==> src/nct_params.svh <==
// Constants of the charge timer, thermal limit and indicator block
`ifndef NCT_PARAMS_SVH
`define NCT_PARAMS_SVH

// Clock and prescaler timing
`define NCT_SYS_CLK_KHZ          50000
`define NCT_EIGHTH_SEC_MS        125
`define NCT_EIGHTH_CYCLES        (`NCT_EIGHTH_SEC_MS * `NCT_SYS_CLK_KHZ)
`define NCT_EIGHTHS_PER_SEC      8
`define NCT_SEC_PER_MIN          60

// Charge timers, in minutes, tenths of minutes and seconds; resistor clamp in kilohms
`define NCT_PRECHARGE_LIMIT_MIN  30
`define NCT_PRECHARGE_LIMIT_SEC  (`NCT_PRECHARGE_LIMIT_MIN * `NCT_SEC_PER_MIN)
`define NCT_BLANK_TENTH_MIN      43
`define NCT_BLANK_SEC            (`NCT_BLANK_TENTH_MIN * `NCT_SEC_PER_MIN / 10)
`define NCT_FAST_SEC_PER_KOHM    90
`define NCT_RT_MIN_KOHM          8'h14
`define NCT_RT_MAX_KOHM          8'hF0

// Thermistor ratio codes, ratio times 1024
`define NCT_COLD_START_LIMIT     10'h2EC
`define NCT_HOT_START_LIMIT      10'h152
`define NCT_THERMAL_STOP_LIMIT   10'h129
`define NCT_SLOPE_CODES_PER_MIN  10'h005

// Sense targets, magnitude in mV
`define NCT_LIN_FAST_MV          8'h79
`define NCT_LIN_TOPOFF_MV        8'h21
`define NCT_CMP_FAST_MV          8'h6B
`define NCT_CMP_TOPOFF_MV        8'h1D

// Register offsets
`define NCT_REG_CTRL             8'h00
`define NCT_REG_STATUS           8'h04
`define NCT_REG_MASK             8'h08
`define NCT_REG_STATE            8'h0C
`define NCT_REG_TIMER            8'h10
`define NCT_REG_THERM            8'h14

// Control fields and reset value
`define NCT_CTRL_ENABLE_BIT      0
`define NCT_CTRL_RESTART_BIT     1
`define NCT_CTRL_RESET           1'h1

// Event status fields
`define NCT_EVT_WIDTH            5
`define NCT_EVT_DONE             0
`define NCT_EVT_FAULT            1
`define NCT_EVT_SLOPE            2
`define NCT_EVT_TIMEOUT          3
`define NCT_EVT_THSTOP           4

`endif

==> src/nct_pkg.sv <==
// Types of the charge timer, thermal limit and indicator block
package nct_pkg;

    typedef enum logic [2:0] {
        NCT_RESET     = 3'b000,
        NCT_PRESENCE  = 3'b001,
        NCT_PRECHARGE = 3'b010,
        NCT_FAST      = 3'b011,
        NCT_TOPOFF    = 3'b100,
        NCT_DONE      = 3'b101,
        NCT_FAULT     = 3'b110,
        NCT_DISCHARGE = 3'b111
    } nct_state_t;

    typedef enum logic {
        NCT_STYLE_LINEAR     = 1'b0,
        NCT_STYLE_COMPARATOR = 1'b1
    } nct_style_t;

endpackage

==> src/nct_indicator.sv <==
// Open-drain indicator driver with optional blink
`timescale 1ns/1ps
`default_nettype none

module nct_indicator (
    input  wire logic sys_clk,
    input  wire logic reset_n,
    input  wire logic active,
    input  wire logic blink,
    input  wire logic phase,
    output var  logic pin_out,
    output var  logic pin_oe
);

    // Pin is only ever pulled low
    always_ff @(posedge sys_clk) begin
        pin_out <= 1'b0;
    end

    always_ff @(posedge sys_clk) begin
        if (!reset_n) begin
            pin_oe <= 1'b0;
        end else begin
            pin_oe <= active & (~blink | phase);
        end
    end

endmodule // nct_indicator

`default_nettype wire

==> src/nct_charge_ctrl.sv <==
// Charge state, timers, thermal limits, indicators and registers
//
// Function
// - Strap picks linear or comparator regulation style.
// - Fast target in fast charge, lower top-off target in pre-charge and top-off, zero otherwise.
// - Pre-charge limited to 30 minutes from internal timebase.
// - Fast timeout is 1.5 times resistor kilohms minutes, 0.5 to 6 hours.
// - Fast timeout clears timer and advances to top-off.
// - Top-off timeout is half the fast timeout.
// - Top-off timeout enters done.
// - Start only while thermistor ratio lies between 0.73 and 0.33.
// - Stop limit 0.29 during pre-charge gives fault.
// - Stop limit during fast or top-off gives done.
// - Temperature slope above threshold ends fast charge into top-off.
// - Both indicators open-drain: low when active, released otherwise.
// - Charge indicator blinks 1 Hz 50% while charging, else released.
// - Result indicator steady low when done, 4 Hz blink on fault.
// - Both indicators released without cell or with discharge latch set.
// - Slope threshold 0.5 degrees per minute, ignored first 4.3 minutes.
// - Pre-charge exits to fast above 1.0 V, else fault at limit.
// - Undervoltage lockout forces reset state and clears timers.
//
// Added by the designer: the register offsets and the plain strobed port.
`include "nct_params.svh"
`timescale 1ns/1ps
`default_nettype none

module nct_charge_ctrl #(
    parameter int EIGHTH_CYCLES = `NCT_EIGHTH_CYCLES
) (
    input  wire logic         sys_clk,
    input  wire logic         reset_n,
    input  wire logic         uvlo_active,
    input  wire logic         mode_strap_bias,
    input  wire logic [7:0]   rt_kohm,
    input  wire logic [9:0]   thermistor_sense_input,
    input  wire logic         cell_inserted,
    input  wire logic         cell_open,
    input  wire logic         above_precharge_exit_voltage,
    input  wire logic         discharge_detect,
    input  wire logic         charge_current_detect,
    input  wire logic [7:0]   reg_addr,
    input  wire logic [31:0]  reg_wdata,
    input  wire logic         reg_wr,
    input  wire logic         reg_rd,
    output var  logic [31:0]  reg_rdata,
    output var  logic         irq,
    output var  nct_pkg::nct_style_t regulation_style,
    output var  logic         fast_sense_target,
    output var  logic [7:0]   sense_target_mv,
    output var  logic         charge_drive_output_en,
    output var  logic         charge_indicator_out,
    output var  logic         charge_indicator_oe,
    output var  logic         result_indicator_out,
    output var  logic         result_indicator_oe
);
    import nct_pkg::*;

    nct_state_t               state;
    nct_state_t               next_state;
    logic                     style_loaded;
    logic [22:0]              presc;
    logic [2:0]               eighth;
    logic                     sec_tick;
    logic [15:0]              timer;
    logic                     timer_clear;
    logic [5:0]               sec_in_min;
    logic [9:0]               slope_ref;
    logic                     slope_ref_valid;
    logic                     slope_hit;
    logic [7:0]               rt_clamped;
    logic [15:0]              fast_limit;
    logic [15:0]              topoff_limit;
    logic                     therm_in_range;
    logic                     therm_stop;
    logic                     ctrl_enable;
    logic                     restart_req;
    logic [`NCT_EVT_WIDTH-1:0] status;
    logic [`NCT_EVT_WIDTH-1:0] mask;
    logic [`NCT_EVT_WIDTH-1:0] events;
    logic [`NCT_EVT_WIDTH-1:0] next_status;
    logic                     charging;
    logic                     no_override;

    // Strap caught once after reset release
    always_ff @(posedge sys_clk) begin
        if (!reset_n) begin
            style_loaded     <= 1'b0;
            regulation_style <= NCT_STYLE_LINEAR;
        end else if (!style_loaded) begin
            style_loaded     <= 1'b1;
            regulation_style <= nct_style_t'(mode_strap_bias);
        end
    end

    // Shared prescaler: eighth-second steps, second tick
    always_ff @(posedge sys_clk) begin
        if (!reset_n) begin
            presc <= 23'h000000;
            eighth <= 3'h0;
        end else if (presc == 23'(EIGHTH_CYCLES - 1)) begin
            presc <= 23'h000000;
            eighth <= eighth + 3'h1;
        end else begin
            presc <= presc + 23'h000001;
        end
    end

    assign sec_tick = (presc == 23'(EIGHTH_CYCLES - 1))
                   && (eighth == 3'(`NCT_EIGHTHS_PER_SEC - 1));

    // Timeout limits from the timing resistor
    always_comb begin
        rt_clamped = rt_kohm;
        if (rt_kohm < `NCT_RT_MIN_KOHM) begin
            rt_clamped = `NCT_RT_MIN_KOHM;
        end else if (rt_kohm > `NCT_RT_MAX_KOHM) begin
            rt_clamped = `NCT_RT_MAX_KOHM;
        end
    end

    assign fast_limit   = 16'(rt_clamped * 16'(`NCT_FAST_SEC_PER_KOHM));
    assign topoff_limit = fast_limit >> 1;

    // Thermistor ratio falls as temperature rises
    assign therm_in_range = (thermistor_sense_input < `NCT_COLD_START_LIMIT)
                         && (thermistor_sense_input > `NCT_HOT_START_LIMIT);
    assign therm_stop     = thermistor_sense_input <= `NCT_THERMAL_STOP_LIMIT;
    assign slope_hit      = slope_ref_valid && (sec_in_min == 6'(`NCT_SEC_PER_MIN - 1))
                         && sec_tick && (slope_ref > thermistor_sense_input)
                         && ((slope_ref - thermistor_sense_input) >= `NCT_SLOPE_CODES_PER_MIN);
    assign no_override    = !uvlo_active && !discharge_detect && !restart_req && !cell_open;

    // State transitions
    always_comb begin
        next_state  = state;
        timer_clear = 1'b0;
        events      = '0;
        if (uvlo_active) begin
            next_state  = NCT_RESET;
            timer_clear = 1'b1;
        end else if (discharge_detect && state != NCT_RESET && state != NCT_DISCHARGE) begin
            next_state  = NCT_DISCHARGE;
            timer_clear = 1'b1;
        end else if (restart_req && state != NCT_RESET) begin
            next_state  = NCT_PRESENCE;
            timer_clear = 1'b1;
        end else begin
            unique case (state)
                NCT_RESET: begin
                    next_state  = NCT_PRESENCE;
                    timer_clear = 1'b1;
                end
                NCT_PRESENCE: begin
                    timer_clear = 1'b1;
                    if (cell_inserted && !cell_open && therm_in_range && ctrl_enable) begin
                        next_state = NCT_PRECHARGE;
                    end
                end
                NCT_PRECHARGE: begin
                    if (cell_open) begin
                        next_state  = NCT_PRESENCE;
                        timer_clear = 1'b1;
                    end else if (therm_stop) begin
                        next_state  = NCT_FAULT;
                        events[`NCT_EVT_THSTOP] = 1'b1;
                        events[`NCT_EVT_FAULT]  = 1'b1;
                    end else if (above_precharge_exit_voltage) begin
                        next_state  = NCT_FAST;
                        timer_clear = 1'b1;
                    end else if (timer >= 16'(`NCT_PRECHARGE_LIMIT_SEC)) begin
                        next_state  = NCT_FAULT;
                        events[`NCT_EVT_TIMEOUT] = 1'b1;
                        events[`NCT_EVT_FAULT]   = 1'b1;
                    end
                end
                NCT_FAST: begin
                    if (cell_open) begin
                        next_state  = NCT_PRESENCE;
                        timer_clear = 1'b1;
                    end else if (therm_stop) begin
                        next_state  = NCT_DONE;
                        events[`NCT_EVT_THSTOP] = 1'b1;
                        events[`NCT_EVT_DONE]   = 1'b1;
                    end else if (slope_hit) begin
                        next_state  = NCT_TOPOFF;
                        timer_clear = 1'b1;
                        events[`NCT_EVT_SLOPE] = 1'b1;
                    end else if (timer >= fast_limit) begin
                        next_state  = NCT_TOPOFF;
                        timer_clear = 1'b1;
                        events[`NCT_EVT_TIMEOUT] = 1'b1;
                    end
                end
                NCT_TOPOFF: begin
                    if (cell_open) begin
                        next_state  = NCT_PRESENCE;
                        timer_clear = 1'b1;
                    end else if (therm_stop) begin
                        next_state  = NCT_DONE;
                        events[`NCT_EVT_THSTOP] = 1'b1;
                        events[`NCT_EVT_DONE]   = 1'b1;
                    end else if (timer >= topoff_limit) begin
                        next_state  = NCT_DONE;
                        events[`NCT_EVT_DONE] = 1'b1;
                    end
                end
                NCT_DONE, NCT_FAULT: begin
                    if (cell_open) begin
                        next_state  = NCT_PRESENCE;
                        timer_clear = 1'b1;
                    end
                end
                NCT_DISCHARGE: begin
                    if (charge_current_detect) begin
                        next_state  = NCT_PRESENCE;
                        timer_clear = 1'b1;
                    end
                end
            endcase
        end
    end

    always_ff @(posedge sys_clk) begin
        if (!reset_n) begin
            state <= NCT_RESET;
        end else begin
            state <= next_state;
        end
    end

    // Charge timer in seconds
    always_ff @(posedge sys_clk) begin
        if (!reset_n) begin
            timer <= 16'h0000;
        end else if (timer_clear) begin
            timer <= 16'h0000;
        end else if (charging && sec_tick && timer != 16'hFFFF) begin
            timer <= timer + 16'h0001;
        end
    end

    // Slope sampling once a minute after blanking
    always_ff @(posedge sys_clk) begin
        if (!reset_n || state != NCT_FAST || timer_clear) begin
            sec_in_min      <= 6'h00;
            slope_ref       <= 10'h000;
            slope_ref_valid <= 1'b0;
        end else if (sec_tick) begin
            if (sec_in_min == 6'(`NCT_SEC_PER_MIN - 1)) begin
                sec_in_min <= 6'h00;
                if (timer >= 16'(`NCT_BLANK_SEC)) begin
                    slope_ref       <= thermistor_sense_input;
                    slope_ref_valid <= 1'b1;
                end
            end else begin
                sec_in_min <= sec_in_min + 6'h01;
            end
        end
    end

    assign charging = (state == NCT_PRECHARGE) || (state == NCT_FAST) || (state == NCT_TOPOFF);

    // Regulation target and drive
    always_ff @(posedge sys_clk) begin
        if (!reset_n) begin
            fast_sense_target      <= 1'b0;
            sense_target_mv        <= 8'h00;
            charge_drive_output_en <= 1'b0;
        end else begin
            fast_sense_target      <= (state == NCT_FAST);
            charge_drive_output_en <= charging || (state == NCT_DISCHARGE);
            if (!charging) begin
                sense_target_mv <= 8'h00;
            end else if (regulation_style == NCT_STYLE_COMPARATOR) begin
                sense_target_mv <= (state == NCT_FAST) ? `NCT_CMP_FAST_MV : `NCT_CMP_TOPOFF_MV;
            end else begin
                sense_target_mv <= (state == NCT_FAST) ? `NCT_LIN_FAST_MV : `NCT_LIN_TOPOFF_MV;
            end
        end
    end

    // Indicators; released in presence, reset and discharge
    nct_indicator u_charge_ind (
        .sys_clk (sys_clk),
        .reset_n (reset_n),
        .active  (charging),
        .blink   (1'b1),
        .phase   (eighth[2]),
        .pin_out (charge_indicator_out),
        .pin_oe  (charge_indicator_oe)
    );

    nct_indicator u_result_ind (
        .sys_clk (sys_clk),
        .reset_n (reset_n),
        .active  ((state == NCT_DONE) || (state == NCT_FAULT)),
        .blink   (state == NCT_FAULT),
        .phase   (eighth[0]),
        .pin_out (result_indicator_out),
        .pin_oe  (result_indicator_oe)
    );

    // Control register and restart pulse
    always_ff @(posedge sys_clk) begin
        if (!reset_n) begin
            ctrl_enable <= `NCT_CTRL_RESET;
            restart_req <= 1'b0;
        end else begin
            restart_req <= 1'b0;
            if (reg_wr && reg_addr == `NCT_REG_CTRL) begin
                ctrl_enable <= reg_wdata[`NCT_CTRL_ENABLE_BIT];
                restart_req <= reg_wdata[`NCT_CTRL_RESTART_BIT];
            end
        end
    end

    // Sticky events, write one to clear, set wins
    always_comb begin
        next_status = status;
        if (reg_wr && reg_addr == `NCT_REG_STATUS) begin
            next_status = status & ~reg_wdata[`NCT_EVT_WIDTH-1:0];
        end
        next_status = next_status | events;
    end

    always_ff @(posedge sys_clk) begin
        if (!reset_n) begin
            status <= '0;
            mask   <= '0;
            irq    <= 1'b0;
        end else begin
            status <= next_status;
            irq    <= |(next_status & ((reg_wr && reg_addr == `NCT_REG_MASK)
                      ? reg_wdata[`NCT_EVT_WIDTH-1:0] : mask));
            if (reg_wr && reg_addr == `NCT_REG_MASK) begin
                mask <= reg_wdata[`NCT_EVT_WIDTH-1:0];
            end
        end
    end

    // Read data, valid the cycle after the strobe
    always_ff @(posedge sys_clk) begin
        if (!reset_n) begin
            reg_rdata <= 32'h00000000;
        end else if (reg_rd) begin
            unique case (reg_addr)
                `NCT_REG_CTRL:   reg_rdata <= {31'h00000000, ctrl_enable};
                `NCT_REG_STATUS: reg_rdata <= {27'h0000000, status};
                `NCT_REG_MASK:   reg_rdata <= {27'h0000000, mask};
                `NCT_REG_STATE:  reg_rdata <= {28'h0000000, regulation_style, state};
                `NCT_REG_TIMER:  reg_rdata <= {16'h0000, timer};
                `NCT_REG_THERM:  reg_rdata <= {22'h000000, thermistor_sense_input};
                default:         reg_rdata <= 32'h00000000;
            endcase
        end else begin
            reg_rdata <= 32'h00000000;
        end
    end

    // Checks
    property p_uvlo_reset;
        @(posedge sys_clk) disable iff (!reset_n)
        uvlo_active |=> (state == NCT_RESET) && (timer == 16'h0000);
    endproperty
    a_uvlo_reset: assert property (p_uvlo_reset) else $error("uvlo did not reset");

    property p_pre_timeout;
        @(posedge sys_clk) disable iff (!reset_n)
        (state == NCT_PRECHARGE) && no_override && !therm_stop && !above_precharge_exit_voltage
        && (timer >= 16'(`NCT_PRECHARGE_LIMIT_SEC)) |=> (state == NCT_FAULT);
    endproperty
    a_pre_timeout: assert property (p_pre_timeout) else $error("precharge limit missed");

    property p_fast_timeout;
        @(posedge sys_clk) disable iff (!reset_n)
        (state == NCT_FAST) && no_override && !therm_stop && (timer >= fast_limit)
        |=> (state == NCT_TOPOFF) && (timer == 16'h0000);
    endproperty
    a_fast_timeout: assert property (p_fast_timeout) else $error("fast timeout wrong");

    property p_half_limit;
        @(posedge sys_clk) disable iff (!reset_n)
        topoff_limit == 16'(rt_clamped * 16'(`NCT_FAST_SEC_PER_KOHM / 2));
    endproperty
    a_half_limit: assert property (p_half_limit) else $error("topoff limit not half");

    property p_topoff_end;
        @(posedge sys_clk) disable iff (!reset_n)
        (state == NCT_TOPOFF) && no_override && (timer >= topoff_limit) |=> (state == NCT_DONE);
    endproperty
    a_topoff_end: assert property (p_topoff_end) else $error("topoff did not end");

    property p_pre_stop;
        @(posedge sys_clk) disable iff (!reset_n)
        (state == NCT_PRECHARGE) && no_override && therm_stop |=> (state == NCT_FAULT);
    endproperty
    a_pre_stop: assert property (p_pre_stop) else $error("precharge stop not fault");

    property p_charge_stop;
        @(posedge sys_clk) disable iff (!reset_n)
        ((state == NCT_FAST) || (state == NCT_TOPOFF)) && no_override && therm_stop
        |=> (state == NCT_DONE) ##1 result_indicator_oe;
    endproperty
    a_charge_stop: assert property (p_charge_stop) else $error("charge stop not done");

    property p_start_range;
        @(posedge sys_clk) disable iff (!reset_n)
        (state == NCT_PRESENCE) ##1 (state == NCT_PRECHARGE) |-> $past(therm_in_range);
    endproperty
    a_start_range: assert property (p_start_range) else $error("start out of range");

    property p_released;
        @(posedge sys_clk) disable iff (!reset_n)
        (state == NCT_PRESENCE || state == NCT_DISCHARGE) [*2]
        |-> !charge_indicator_oe && !result_indicator_oe;
    endproperty
    a_released: assert property (p_released) else $error("indicator not released");

    property p_fast_target;
        @(posedge sys_clk) disable iff (!reset_n)
        (state == NCT_FAST) |=> fast_sense_target;
    endproperty
    a_fast_target: assert property (p_fast_target) else $error("fast target not set");

    c_done:  cover property (@(posedge sys_clk) state == NCT_TOPOFF ##1 state == NCT_DONE);
    c_fault: cover property (@(posedge sys_clk) state == NCT_PRECHARGE ##1 state == NCT_FAULT);
    c_slope: cover property (@(posedge sys_clk) slope_hit && state == NCT_FAST);
    c_irq:   cover property (@(posedge sys_clk) irq);

endmodule // nct_charge_ctrl

`default_nettype wire

==> config.mk <==
export PLATFORM = sky130hd
export DESIGN_NAME = nct_charge_ctrl
export DESIGN_NICKNAME = d
export VERILOG_FILES = /design/src/nct_pkg.sv /design/src/nct_indicator.sv /design/src/nct_charge_ctrl.sv
export VERILOG_INCLUDE_DIRS = /design/src /design/src/src
export SDC_FILE = /design/constraint.sdc
export NUM_CORES = 1
export LEC_CHECK = 0
export BUFFER_PORTS_ARGS = -buffer_cell sky130_fd_sc_hd__buf_2
export CORE_ASPECT_RATIO = 2
export CORE_MARGIN = 3
export CORE_UTILIZATION = 55
export CTS_BUF_LIST = sky130_fd_sc_hd__clkbuf_4
export DETAILED_ROUTE_END_ITERATION = 7
export PLACE_DENSITY = 0.77
export SKIP_CTS_REPAIR_TIMING = 1
export SYNTH_ARGS = -nofsm -noshare
export SYNTH_HDL_FRONTEND = slang
export SYNTH_SLANG_ARGS = --single-unit
==> constraint.sdc <==
create_clock -name sys_clk -period 7.29 [get_ports sys_clk]
set_input_delay 0.729 -clock sys_clk [delete_from_list [all_inputs] [get_ports sys_clk]]
set_output_delay 0.729 -clock sys_clk [all_outputs]
set_load 0.1 [all_outputs]
Word-level counts from Yosys, hierarchy flattened. Cells that the tools add are included.

Flip-flop bits (word level): 121. Latch bits: 0. RAM bits: 0. ROM bits: 0. Bits of input ports: 69. Output and inout bits: 48. Logic and storage cells: 173. Memories kept: 0.

Add/subtract/negate cells: 5. $mul: 1. Div/mod/pow operators: 0. Magnitude comparators: 11. Equal/unequal tests: 24. Shift-type cells: 0. Mux-type cells: 63. Bitwise logic cells: 9. Reductions and logical operators: 40.

Operators with widths (count): $pmux W16 S6 (1); $mux W3 (17); $mux W1 (27); $mux W5 (5); $add A23 B1 Y23 const B (1); $eq A23 B23 Y1 const B (1); $mux W7 (3); $pmux W3 S7 (1); $logic_and A1 B1 Y1 (17); $add A16 B1 Y16 const B (1); $eq A8 B4 Y1 const B (2); $eq A8 B5 Y1 const B (2); $ge A16 B11 Y1 const B (1); $ge A16 B14 Y1 (1); $ge A16 B15 Y1 (1); $ge A16 B9 Y1 const B (1); $mux W8 (2); $ne A16 B16 Y1 const B (1); $eq A3 B3 Y1 const B (5); $mul A8 B6 Y14 const B (1); $ne A7 B7 Y1 const B (2); $ne A4 B4 Y1 const B (3); $and A5 B5 Y5 (2); $ge A10 B3 Y1 const B (1); other kinds (37) (54).

Logic depth before layout (Yosys ltp). Gate-level depths: netlist (run 1).

Word-level depth: 16. Depth in mapped cells: 25. Mapped depth without buffers: 24.

Hierarchy. Synthesis (run 1) repeated with hierarchy kept, for this count alone.

Cell total of the unflattened synthesis: 863. Area, all modules: 7133.1 um2.

By module, submodules not included: nct_charge_ctrl (times used 1, cells an instance 851, area each 7038.0 um2, seq. area each 2042.0 um2); nct_indicator (times used 2, cells an instance 6, area each 47.5 um2, seq. area each 20.0 um2).

Least setup slack after synthesis (run 1). OpenSTA, ideal clock, no wires.

Path kind: input to register. From: in rt_kohm[4]. To: reg timer[10]. Setup time: 130 ps. Data arrival time: 5504 ps. Data required time: 7160 ps. Path slack: 1656 ps. Stages on the path: 23. Path buffers: 1. Path through: and3_1 > a22oi_1 > and2_1 > ha_1 > ha_1 > inv_1 > fa_1 > inv_1 > fa_1 > a21o_1 > a21oi_1 > xor2_1 > ha_1 > o21a_1 > o21ai_0 > a211o_1 > and3_1 > o311ai_0 > a21oi_1 > a221o_2 > a21oi_4 > buf_6 > nor3_1.

Cells in the longest elaborated chain, start to end: 14. Elaborated cells on any way between the ends: 15. Those cells by class: mul: 1; order compare: 3; mux: 10; reduce/logical: 1.

RTL lines: from (decl) (line nct_charge_ctrl.sv:35) `input wire logic [7:0] rt_kohm,`; $gt A8 B8 Y1 (no line); $mux W8 (line nct_charge_ctrl.sv:117) `` end else if (rt_kohm > `NCT_RT_MAX_KOHM) begin ``; $mux W8 (*) (line nct_charge_ctrl.sv:115) `` if (rt_kohm < `NCT_RT_MIN_KOHM) begin ``; $mul A8 B6 Y14 (*) (line nct_charge_ctrl.sv:122) `` assign fast_limit = 16'(rt_clamped * 16'(`NCT_FAST_SEC_PER_KOHM)); ``; $ge A16 B15 Y1 (*) (line nct_charge_ctrl.sv:189) `end else if (timer >= fast_limit) begin`; $mux W1 (*) (line nct_charge_ctrl.sv:189); $mux W1 (*) (line nct_charge_ctrl.sv:185) `end else if (slope_hit) begin`; $mux W1 (*) (line nct_charge_ctrl.sv:181) `end else if (therm_stop) begin`; $mux W1 (*) (line nct_charge_ctrl.sv:178) `if (cell_open) begin`; $pmux W1 S5 (*) (line nct_charge_ctrl.sv:149) `unique case (state)`; $mux W1 (*) (line nct_charge_ctrl.sv:145) `end else if (restart_req && state != NCT_RESET) begin`; $mux W1 (*) (line nct_charge_ctrl.sv:142) `end else if (discharge_detect && state != NCT_RESET && state != NCT_DISCHARGE) begin`; $mux W1 (*) (line nct_charge_ctrl.sv:139) `if (uvlo_active) begin`; $reduce_or A2 Y1 (no line) (*); to (signal assigned) (line nct_charge_ctrl.sv:239) `timer <= timer + 16'h0001;`; to (decl) (line nct_charge_ctrl.sv:65) `logic [15:0] timer;`.

Mark *: on every way between the ends. The rest lies on a longest branch, timed or not. A chain may end at the register's enable or synchronous reset.

Worst setup path after layout (run 1).
From: in rt_kohm[5]. To: reg timer[1].

The elaborated chain is that of the path after synthesis.

==> impl_metrics.toml, run 1 <==
[cells_and_area]
utilization_pct = 60.5
mostFrequentLayoutCells = "dfxtp_1 (104), nor2_1 (87), buf_2 (70)"
fin_area_um2 = 7640
drive_gt1_share_pct = 11.4
layout_commonest_cell = "dfxtp_1"
nets = 1056
syn2layout_area_growth_pct = 7.35

[sta]
fin_tns_setup_ns = 0
final_max_slew_viol_count = 0
final-hold-violation-count = 0
fmax_ghz = 0.165
setup_viol = 0
period_share_pct = 83.2
slew_headroom_pct = 18.5
skew_ns = 0.0465
period_needed_ns = 6.07
worst_pin_slew_ns = 1.22
grt_setup_unrepaired = "no"

[clock_network]
numCtsBuffers = 9
clk_pin_slew_ns = 0.19
clkSinkCount = 104
cts_tree = "done"
clockBufferDepth = 2
cts_root_buf = "clkbuf_4"
clk_latency_ns = 0.48
htree_levels = 3

[logic_synthesis]
yosysTopAreaCell = "dfxtp_1"
synthTopCellsByArea = "dfxtp_1 (29%), ha_1 (12%), mux2i_1 (5.1%), nor2_1 (4.6%), xor2_1 (3.9%)"
synth_area_um2 = 7120
synth_ff_type = "dfxtp_1"
synth-seq-cells = 104
syn-instance-count = 854
yosysUniqueCellTypes = 75
yosys_warnings = 0
synth-seq-area-share_pct = 29.2
avgSynthCellArea_um2 = 8.34
synth_edf_count = 0
synth.top_cell.area_share_pct = 29.2
async_flop_share_pct = 0

[drt]
wire_per_inst_um = 15.6
vias = 6180
drcViolationCount = 0
drt_iter0_markers = 367
routed_via_density = 5.80
first_pass_iters = 5
wirelength_um = 16600
drtAntennaViolNets = 0

[global_routing]
overflow = 0
globalRouteTotalUtil_pct = 23.5
grt_pass1_wl_um = 27900
grt_max_degree = 30
grt_antenna_before_repair = 1
grt_pass1_vias = 6101

[die]
die_area_um2 = 14400
initial_utilization_pct = 56.4
die_w_um = 86.5
rows = 58
dieHeight_um = 167
coreArea_um2 = 12600
io_pins = 117

[critical_path]
r2r_cells = 12
worst_r2r_startpoint = "slope_ref[0]"
critPathKind = "input port to flop"
worstSetupStartpoint = "rt_kohm[5]"
reg2reg_to = "timer[1]"
crit_path_start_kind = "input port"
required_ns = 7.61
r2r_setup_slack_ns = 3.87
critPathMaxFanout = 16
end_kind = "flop"
arrival_ns = 6.39

[flow_run]
max_cap_viol_count = 0

[hold_path]
hp-class = "flop to flop"
hold_end = "presc[0]"
min-delay-start = "presc[0]"
hold_depth = 1

[place]
gp_congestion = 1.00
post-dp-hpwl_um = 13200
dpl_cell_area_um2 = 7490
io_buffers = 70

[power_and_ir_drop]
power_density_nw_per_um2 = 183
ir_worst_vdd_v = 0.000101
leakage_nw = 3.27
total_power_mw = 1.40

[status]
status = "complete, no violations"
==> cells in the mapped netlist, drive strengths merged (20+ instances only) <==
library cell and number:
inv 62, a21oi 47, buf 26, mux2i 36, xor2 32, nand3 36, o21ai 25, ha 68
nand2 58, nor3 34, and3 20, nor2 88, dfxtp 104
==> registers in the layout, indices dropped and copies added (netlist names) <==
name	count
charge_drive_output_en	1
ctrl_enable	1
eighth	3
fast_sense_target	1
irq	1
mask	5
presc	23
reg_rdata	16
regulation_style	1
restart_req	1
sec_in_min	6
sense_target_mv	7
slope_ref	10
slope_ref_valid	1
state	3
status	5
style_loaded	1
timer	16
u_charge_ind.pin_oe	1
u_result_ind.pin_oe	1
==> area by class of cell <==
cell class	instances	area, um^2
diodes	1	2.50
clock buffers	10	75.1
multi-input cells	661	4630
inverters	62	233
flip-flops and latches	104	2080
clock inverters	6	73.8
repair buffers	71	358
well taps	150	188
fillers	1169	4980
==> critical path, stage by stage <==
cell and delay, ns:
buf_2 0.13, and3_1 0.17, a22oi_1 0.26, and2_1 0.29, ha_1 0.29, ha_1 0.29, inv_1 0.05, fa_1 0.53
inv_1 0.07, fa_1 0.49, a211oi_1 0.27, o21a_1 0.22, xor2_1 0.11, ha_1 0.32, o21ai_0 0.13, a211o_1 0.27
and3_1 0.17, o311ai_0 0.39, a21oi_1 0.23, a221o_2 0.42, a21oi_4 0.42, nor3_1 0.11
==> through the flow <==
stage / hold WS (ns) / instances / setup slack (ns)
floorplan: 0.426 / 872 / 1.66
global placement: 0.437 / 1048 / 0.775
detailed placement: 0.447 / 1048 / 0.741
CTS: 0.477 / 1064 / 1.20
global route: 0.487 / 1065 / 0.735
finish: 0.481 / 1065 / 1.22
==> cell families after synthesis <==
logic type	Yosys count	synth area share, %
and+or+nand+nor	324	22.8
DFF	104	29.2
adders and majority gates	79	14.9
AOI/OAI and AO/OA	153	14.9
other	1	0.0527
buffers and inverters	107	6.80
xor gates and xnor gates	49	6.03
muxes	37	5.22
==> per-layer routing <==
| layer | share of wire, % | vias to the layer above | GRT usage, % |
|---|---|---|---|
| li1 | - | 3085 | - |
| met1 | 37 | 2885 | 24.3 |
| met2 | 56 | 166 | 44.1 |
| met3 | 4.0 | 44 | 3.12 |
| met4 | 3.6 | 0 | 12.5 |
| met5 | 0 | - | 0 |
==> power breakdown <==
part           total, mW  switching (mW)  leakage (nW)  internal (mW)
logic              0.494           0.313          2.36          0.181
registers          0.581         0.00798         0.839          0.573
clock network      0.322           0.209        0.0756          0.113
==> worst max-delay path by stage <==
stage | slack (ns) | cells after the start | end
2_1_floorplan | 1.66 | 23 | timer[10]
3_3_place_gp | 0.78 | 22 | timer[15]
3_5_place_dp | 0.74 | 22 | timer[3]
4_1_cts | 1.20 | 22 | timer[3]
5_1_grt | 0.74 | 22 | timer[4]
6_report | 1.22 | 22 | timer[1]
Power figures use the tool's default switching activity.
==> inputs of run 2 (changes only) <==
Settings changed: CORE_UTILIZATION 55 to 53, PLACE_DENSITY 0.77 to 0.78.
Clock period 7.29 ns to 5.29 ns, I/O delays scaled along.
==> impl_metrics.toml, run 2 (same netlist as run 1, synthesis figures left out) <==
[critical_path]
required_ns = 5.66
end_kind = "flop"
arrival_ns = 5.53
critPathMaxFanout = 8
critPathKind = "input port to flop"
crit_path_start_kind = "input port"

[cells_and_area]
multi_input_area_um2 = 4830
fin_area_um2 = 8290
nets = 1108
largest_reg_flops = 23
mostFrequentLayoutCells = "dfxtp_1 (104), nor2_1 (87), buf_2 (68)"
fill_cells = 1106
regMostFlops = "presc"
reg_top3 = "presc x23, reg_rdata x16, timer x16"
regArea_um2 = 2080
syn2layout_area_growth_pct = 16.5
drive_gt1_share_pct = 19.4
layout_commonest_cell = "dfxtp_1"

[power_and_ir_drop]
ir_worst_vdd_v = 0.000163
pwr-share-seq_pct = 36.2
netSwitchingPower_uw = 849
power_density_nw_per_um2 = 267
p_sw_share_pct = 38.3
internal_power_mw = 1.37
clkPwrFrac_pct = 19.7
p_comb_share_pct = 44.1
total_power_mw = 2.21
leakage_nw = 3.57

[die]
io_pins = 117
die_area_um2 = 14900
initial_utilization_pct = 54.5
dieHeight_um = 170
coreArea_um2 = 13100
die_w_um = 88.0
rows = 59

[flow_run]
max_cap_viol_count = 0

[place]
post-dp-hpwl_um = 13900
gp_congestion = 0.972
io_buffers = 70
pre_cts_ws_ns = -0.524
dpl_cell_area_um2 = 7890

[clock_network]
clk_pin_slew_ns = 0.20
cts_root_buf = "clkbuf_4"
clk_latency_ns = 0.48
clockBufferDepth = 2
clkSinkCount = 104
numCtsBuffers = 9
cts_tree = "done"
htree_levels = 3

[drt]
first_pass_iters = 5
wirelength_um = 17800
drt_iter0_markers = 361
routed_via_density = 5.80
wire_per_inst_um = 15.9
drcViolationCount = 0
vias = 6494
drtAntennaViolNets = 0

[sta]
slew_headroom_pct = 18.1
final_max_slew_viol_count = 0
final-hold-violation-count = 0
whs_ns = 0.284
worst_pin_slew_ns = 1.23
period_share_pct = 97.6
setup_viol = 0
skew_ns = 0.0327
layout_setup_ws_ns = 0.128
fin_tns_setup_ns = 0
period_needed_ns = 5.16
fmax_ghz = 0.194
grt_setup_unrepaired = "yes"

[hold_path]
hp-class = "input port to flop"

[global_routing]
globalRouteTotalUtil_pct = 23.3
use_met3_pct = 2.33
met2_usage_pct = 46.2
grt.busiest_layer = "met2"
grt_pass1_vias = 6110
grt_max_degree = 30
grt_antenna_before_repair = 1
gr-usage-met1_pct = 23.3
grt_pass1_wl_um = 27900
overflow = 0

[status]
status = "complete, no violations"
## run 2: cell types whose count changed in the layout (fill, tap and decap cells not counted), sizes merged
cell / change
clkinvlp: -2
clkinv: +2
inv: +2
bufinv: -1
buf: +51
## run 2: metal layers
layer  part of all wire, %  wire length (um)
met1                    36              6390
met3                   3.6               638
met2                    57             10100
met5                     0                 0
met4                   3.8               681
## run 2: layout make-up
class / instances / area share, %
diodes: 1 / 0.0302
clock buffers: 9 / 0.815
clock inverters: 7 / 1.07
inverters: 62 / 2.81
multi-input cells: 661 / 58.2
flip-flops and latches: 104 / 25.1
well taps: 152 / 2.29
repair buffers: 123 / 9.64
## run 2: worst max-delay path: stages
cell and delay [ns]:
buf_4 0.13, and3_4 0.17, o21ai_2 0.10, o21a_2 0.21, ha_4 0.22, ha_1 0.27, inv_1 0.05, fa_1 0.49
inv_1 0.05, ha_2 0.20, fa_2 0.39, a21o_1 0.18, a21oi_2 0.12, xor2_1 0.09, ha_1 0.32, o21a_1 0.14
o21ai_2 0.06, a211o_1 0.30, and3_4 0.20, o311ai_4 0.30, a21oi_2 0.11, a221o_2 0.39, a21oi_4 0.24, clkbuf_16 0.20
nor3_1 0.05
## run 2: power groups by stage
stage | clock network, mW | logic [mW] | registers (mW)
finish | 0.437 | 0.976 | 0.801
global route | 0.474 | 1.07 | 0.803
CTS | 0.442 | 0.876 | 0.801
detailed placement | 0 | 0.872 | 0.817
global placement | 0 | 0.848 | 0.817
floorplan | 0 | 0.558 | 0.822
## run 2: path summary, 6_finish.rpt
kind / cells after the start / slack [ns] / from / to
setup / recovery: 25 / 0.13 / rt_kohm[5] / timer[2]
hold / removal: 3 / 0.28 / mode_strap_bias / regulation_style
setup reg to reg: 13 / 1.87 / slope_ref[0] / timer[2]
hold reg to reg: 1 / 0.49 / presc[0] / presc[0]
## run 2: metrics by stage
| step | cells | util, % |
|---|---|---|
| 2_1_floorplan | 872 | - |
| 3_3_place_gp | 1096 | 60.4 |
| 3_5_place_dp | 1096 | 60.4 |
| 4_1_cts | 1112 | 61.6 |
| 5_1_grt | 1119 | 63.5 |
| 6_report | 1119 | 63.5 |
==> inputs of run 3 (changes only) <==
Settings changed: CTS_BUF_LIST sky130_fd_sc_hd__clkbuf_4 to sky130_fd_sc_hd__clkbuf_2 sky130_fd_sc_hd__clkbuf_4 sky130_fd_sc_hd__clkbuf_8.
==> impl_metrics.toml, run 3 (same netlist as run 1, synthesis figures left out) <==
[sta]
final-hold-violation-count = 0
grt_setup_unrepaired = "yes"
layout_setup_ws_ns = 0.0450
period_share_pct = 99.1
skew_ns = 0.0251
slew_headroom_pct = 18.4
final_max_slew_viol_count = 0
setup_viol = 0
fin_tns_setup_ns = 0
fmax_ghz = 0.191
period_needed_ns = 5.25
whs_ns = 0.390
worst_pin_slew_ns = 1.22

[clock_network]
htree_levels = 3
cts_tree = "done"
clk_pin_slew_ns = 0.13
numCtsBuffers = 9
cts_root_buf = "clkbuf_8"
clkSinkCount = 104
clockBufferDepth = 2
clk_latency_ns = 0.39

[cells_and_area]
mostFrequentLayoutCells = "dfxtp_1 (104), nor2_1 (87), buf_2 (67)"
largest_reg_flops = 23
layout_commonest_cell = "dfxtp_1"
utilization_pct = 64.3
syn2layout_area_growth_pct = 17.9
nets = 1109
n_antenna_cell = 0
drive_gt1_share_pct = 19.8
reg_top3 = "presc x23, reg_rdata x16, timer x16"
final_cells = 1119
regMostFlops = "presc"
fin_area_um2 = 8400

[drt]
vias = 6524
drcViolationCount = 0
first_pass_iters = 8
drtAntennaViolNets = 0
drt_iter0_markers = 365
wirelength_um = 18000
routed_via_density = 5.83
wire_per_inst_um = 16.1

[power_and_ir_drop]
p_comb_share_pct = 42.7
power_density_nw_per_um2 = 274
p_sw_share_pct = 37.4
total_power_mw = 2.30
ir_worst_vdd_v = 0.000209
netSwitchingPower_uw = 861
pwr-share-seq_pct = 34.7
leakage_nw = 3.61
clkPwrFrac_pct = 22.6
internal_power_mw = 1.44

[critical_path]
cp.depth = 24
worst_r2r_startpoint = "slope_ref[0]"
crit_family = "compound AO/OA/AOI/OAI gates"
end_kind = "flop"
r2r_setup_slack_ns = 1.83
critPathKind = "input port to flop"
critPathBufInv = 3
crit_chain = "buf_8 > and3_4 > a22oi_2 > and2_4 > buf_6 > ha_4 > xor2_1 > ha_1 > a21o_1 > fa_1 > ha_1 > o211ai_1 > o21a_1 > xor2_2 > ha_4 > o21ai_2 > a211o_1 > and3_4 > o311ai_4 > a21oi_2 > a221o_2 > a21oi_4 > clkbuf_16 > nor3_1"
crit_path_max_incr_delay_ns = 0.46
crit_path_start_kind = "input port"
r2r_cells = 13
cpMaxStageDelayCell = "fa_1"
critPathMaxFanout = 8
reg2reg_to = "timer[1]"
required_ns = 5.55
arrival_ns = 5.51

[die]
initial_utilization_pct = 54.5
dieHeight_um = 170
die_area_um2 = 14900
coreArea_um2 = 13100
die_w_um = 88.0
io_pins = 117
rows = 59

[place]
gp_congestion = 0.972
post-dp-hpwl_um = 13900
pre_cts_ws_ns = -0.524
dpl_cell_area_um2 = 7890
io_buffers = 70
dpl.cell_count = 1096

[hold_path]
min-delay-start = "mode_strap_bias"
hold_end = "regulation_style"
hp-class = "input port to flop"
hold_depth = 3

[global_routing]
globalRouteTotalUtil_pct = 23.3
grt_pass1_vias = 6108
grt_pass1_wl_um = 28000
overflow = 0
grt_antenna_before_repair = 0
grt_max_degree = 30

[flow_run]
max_cap_viol_count = 0

[status]
status = "complete, no violations"
==> run 3: cell types whose count changed in the layout (fill, tap and decap cells not counted), sizes merged <==
| cell | delta |
|---|---|
| buf | +1 |
| diode | -1 |
==> run 3: power by group through the flow <==
stage / logic [mW] / registers (mW) / clock network, mW
after detailed placement: 0.872 / 0.817 / 0
after global placement: 0.848 / 0.817 / 0
after global routing: 1.08 / 0.801 / 0.558
after CTS: 0.876 / 0.799 / 0.525
final: 0.982 / 0.800 / 0.520
after floorplan: 0.558 / 0.822 / 0
==> run 3: layer usage <==
| layer | vias up | wire [um] | share of wire (%) | track usage, % |
|---|---|---|---|---|
| met1 | 3111 | 6460 | 36 | 23.7 |
| met5 | - | 0 | 0 | 0 |
| li1 | 3195 | - | - | - |
| met4 | 0 | 605 | 3.4 | 9.29 |
| met2 | 177 | 10400 | 58 | 46.3 |
| met3 | 41 | 596 | 3.3 | 2.13 |
==> run 3: area by class of cell <==
type	count	area, um^2
multi-input cells	661	4850
fillers	1084	4670
flip-flops and latches	104	2080
repair buffers	124	828
inverters	62	233
well taps	152	190
clock buffers	9	124
clock inverters	7	88.8
==> run 3: worst max path at each step <==
stage,end,from
detailed placement,timer[1],rt_kohm[4]
global route,timer[14],rt_kohm[4]
global placement,state[2],rt_kohm[7]
floorplan,timer[10],rt_kohm[4]
finish,timer[1],rt_kohm[4]
CTS,timer[8],rt_kohm[7]
==> run 3: tightest hold or removal path, cell delays in order <==
cell	delay, ns
buf_2	0.08
mux2i_1	0.05
nor2b_1	0.09
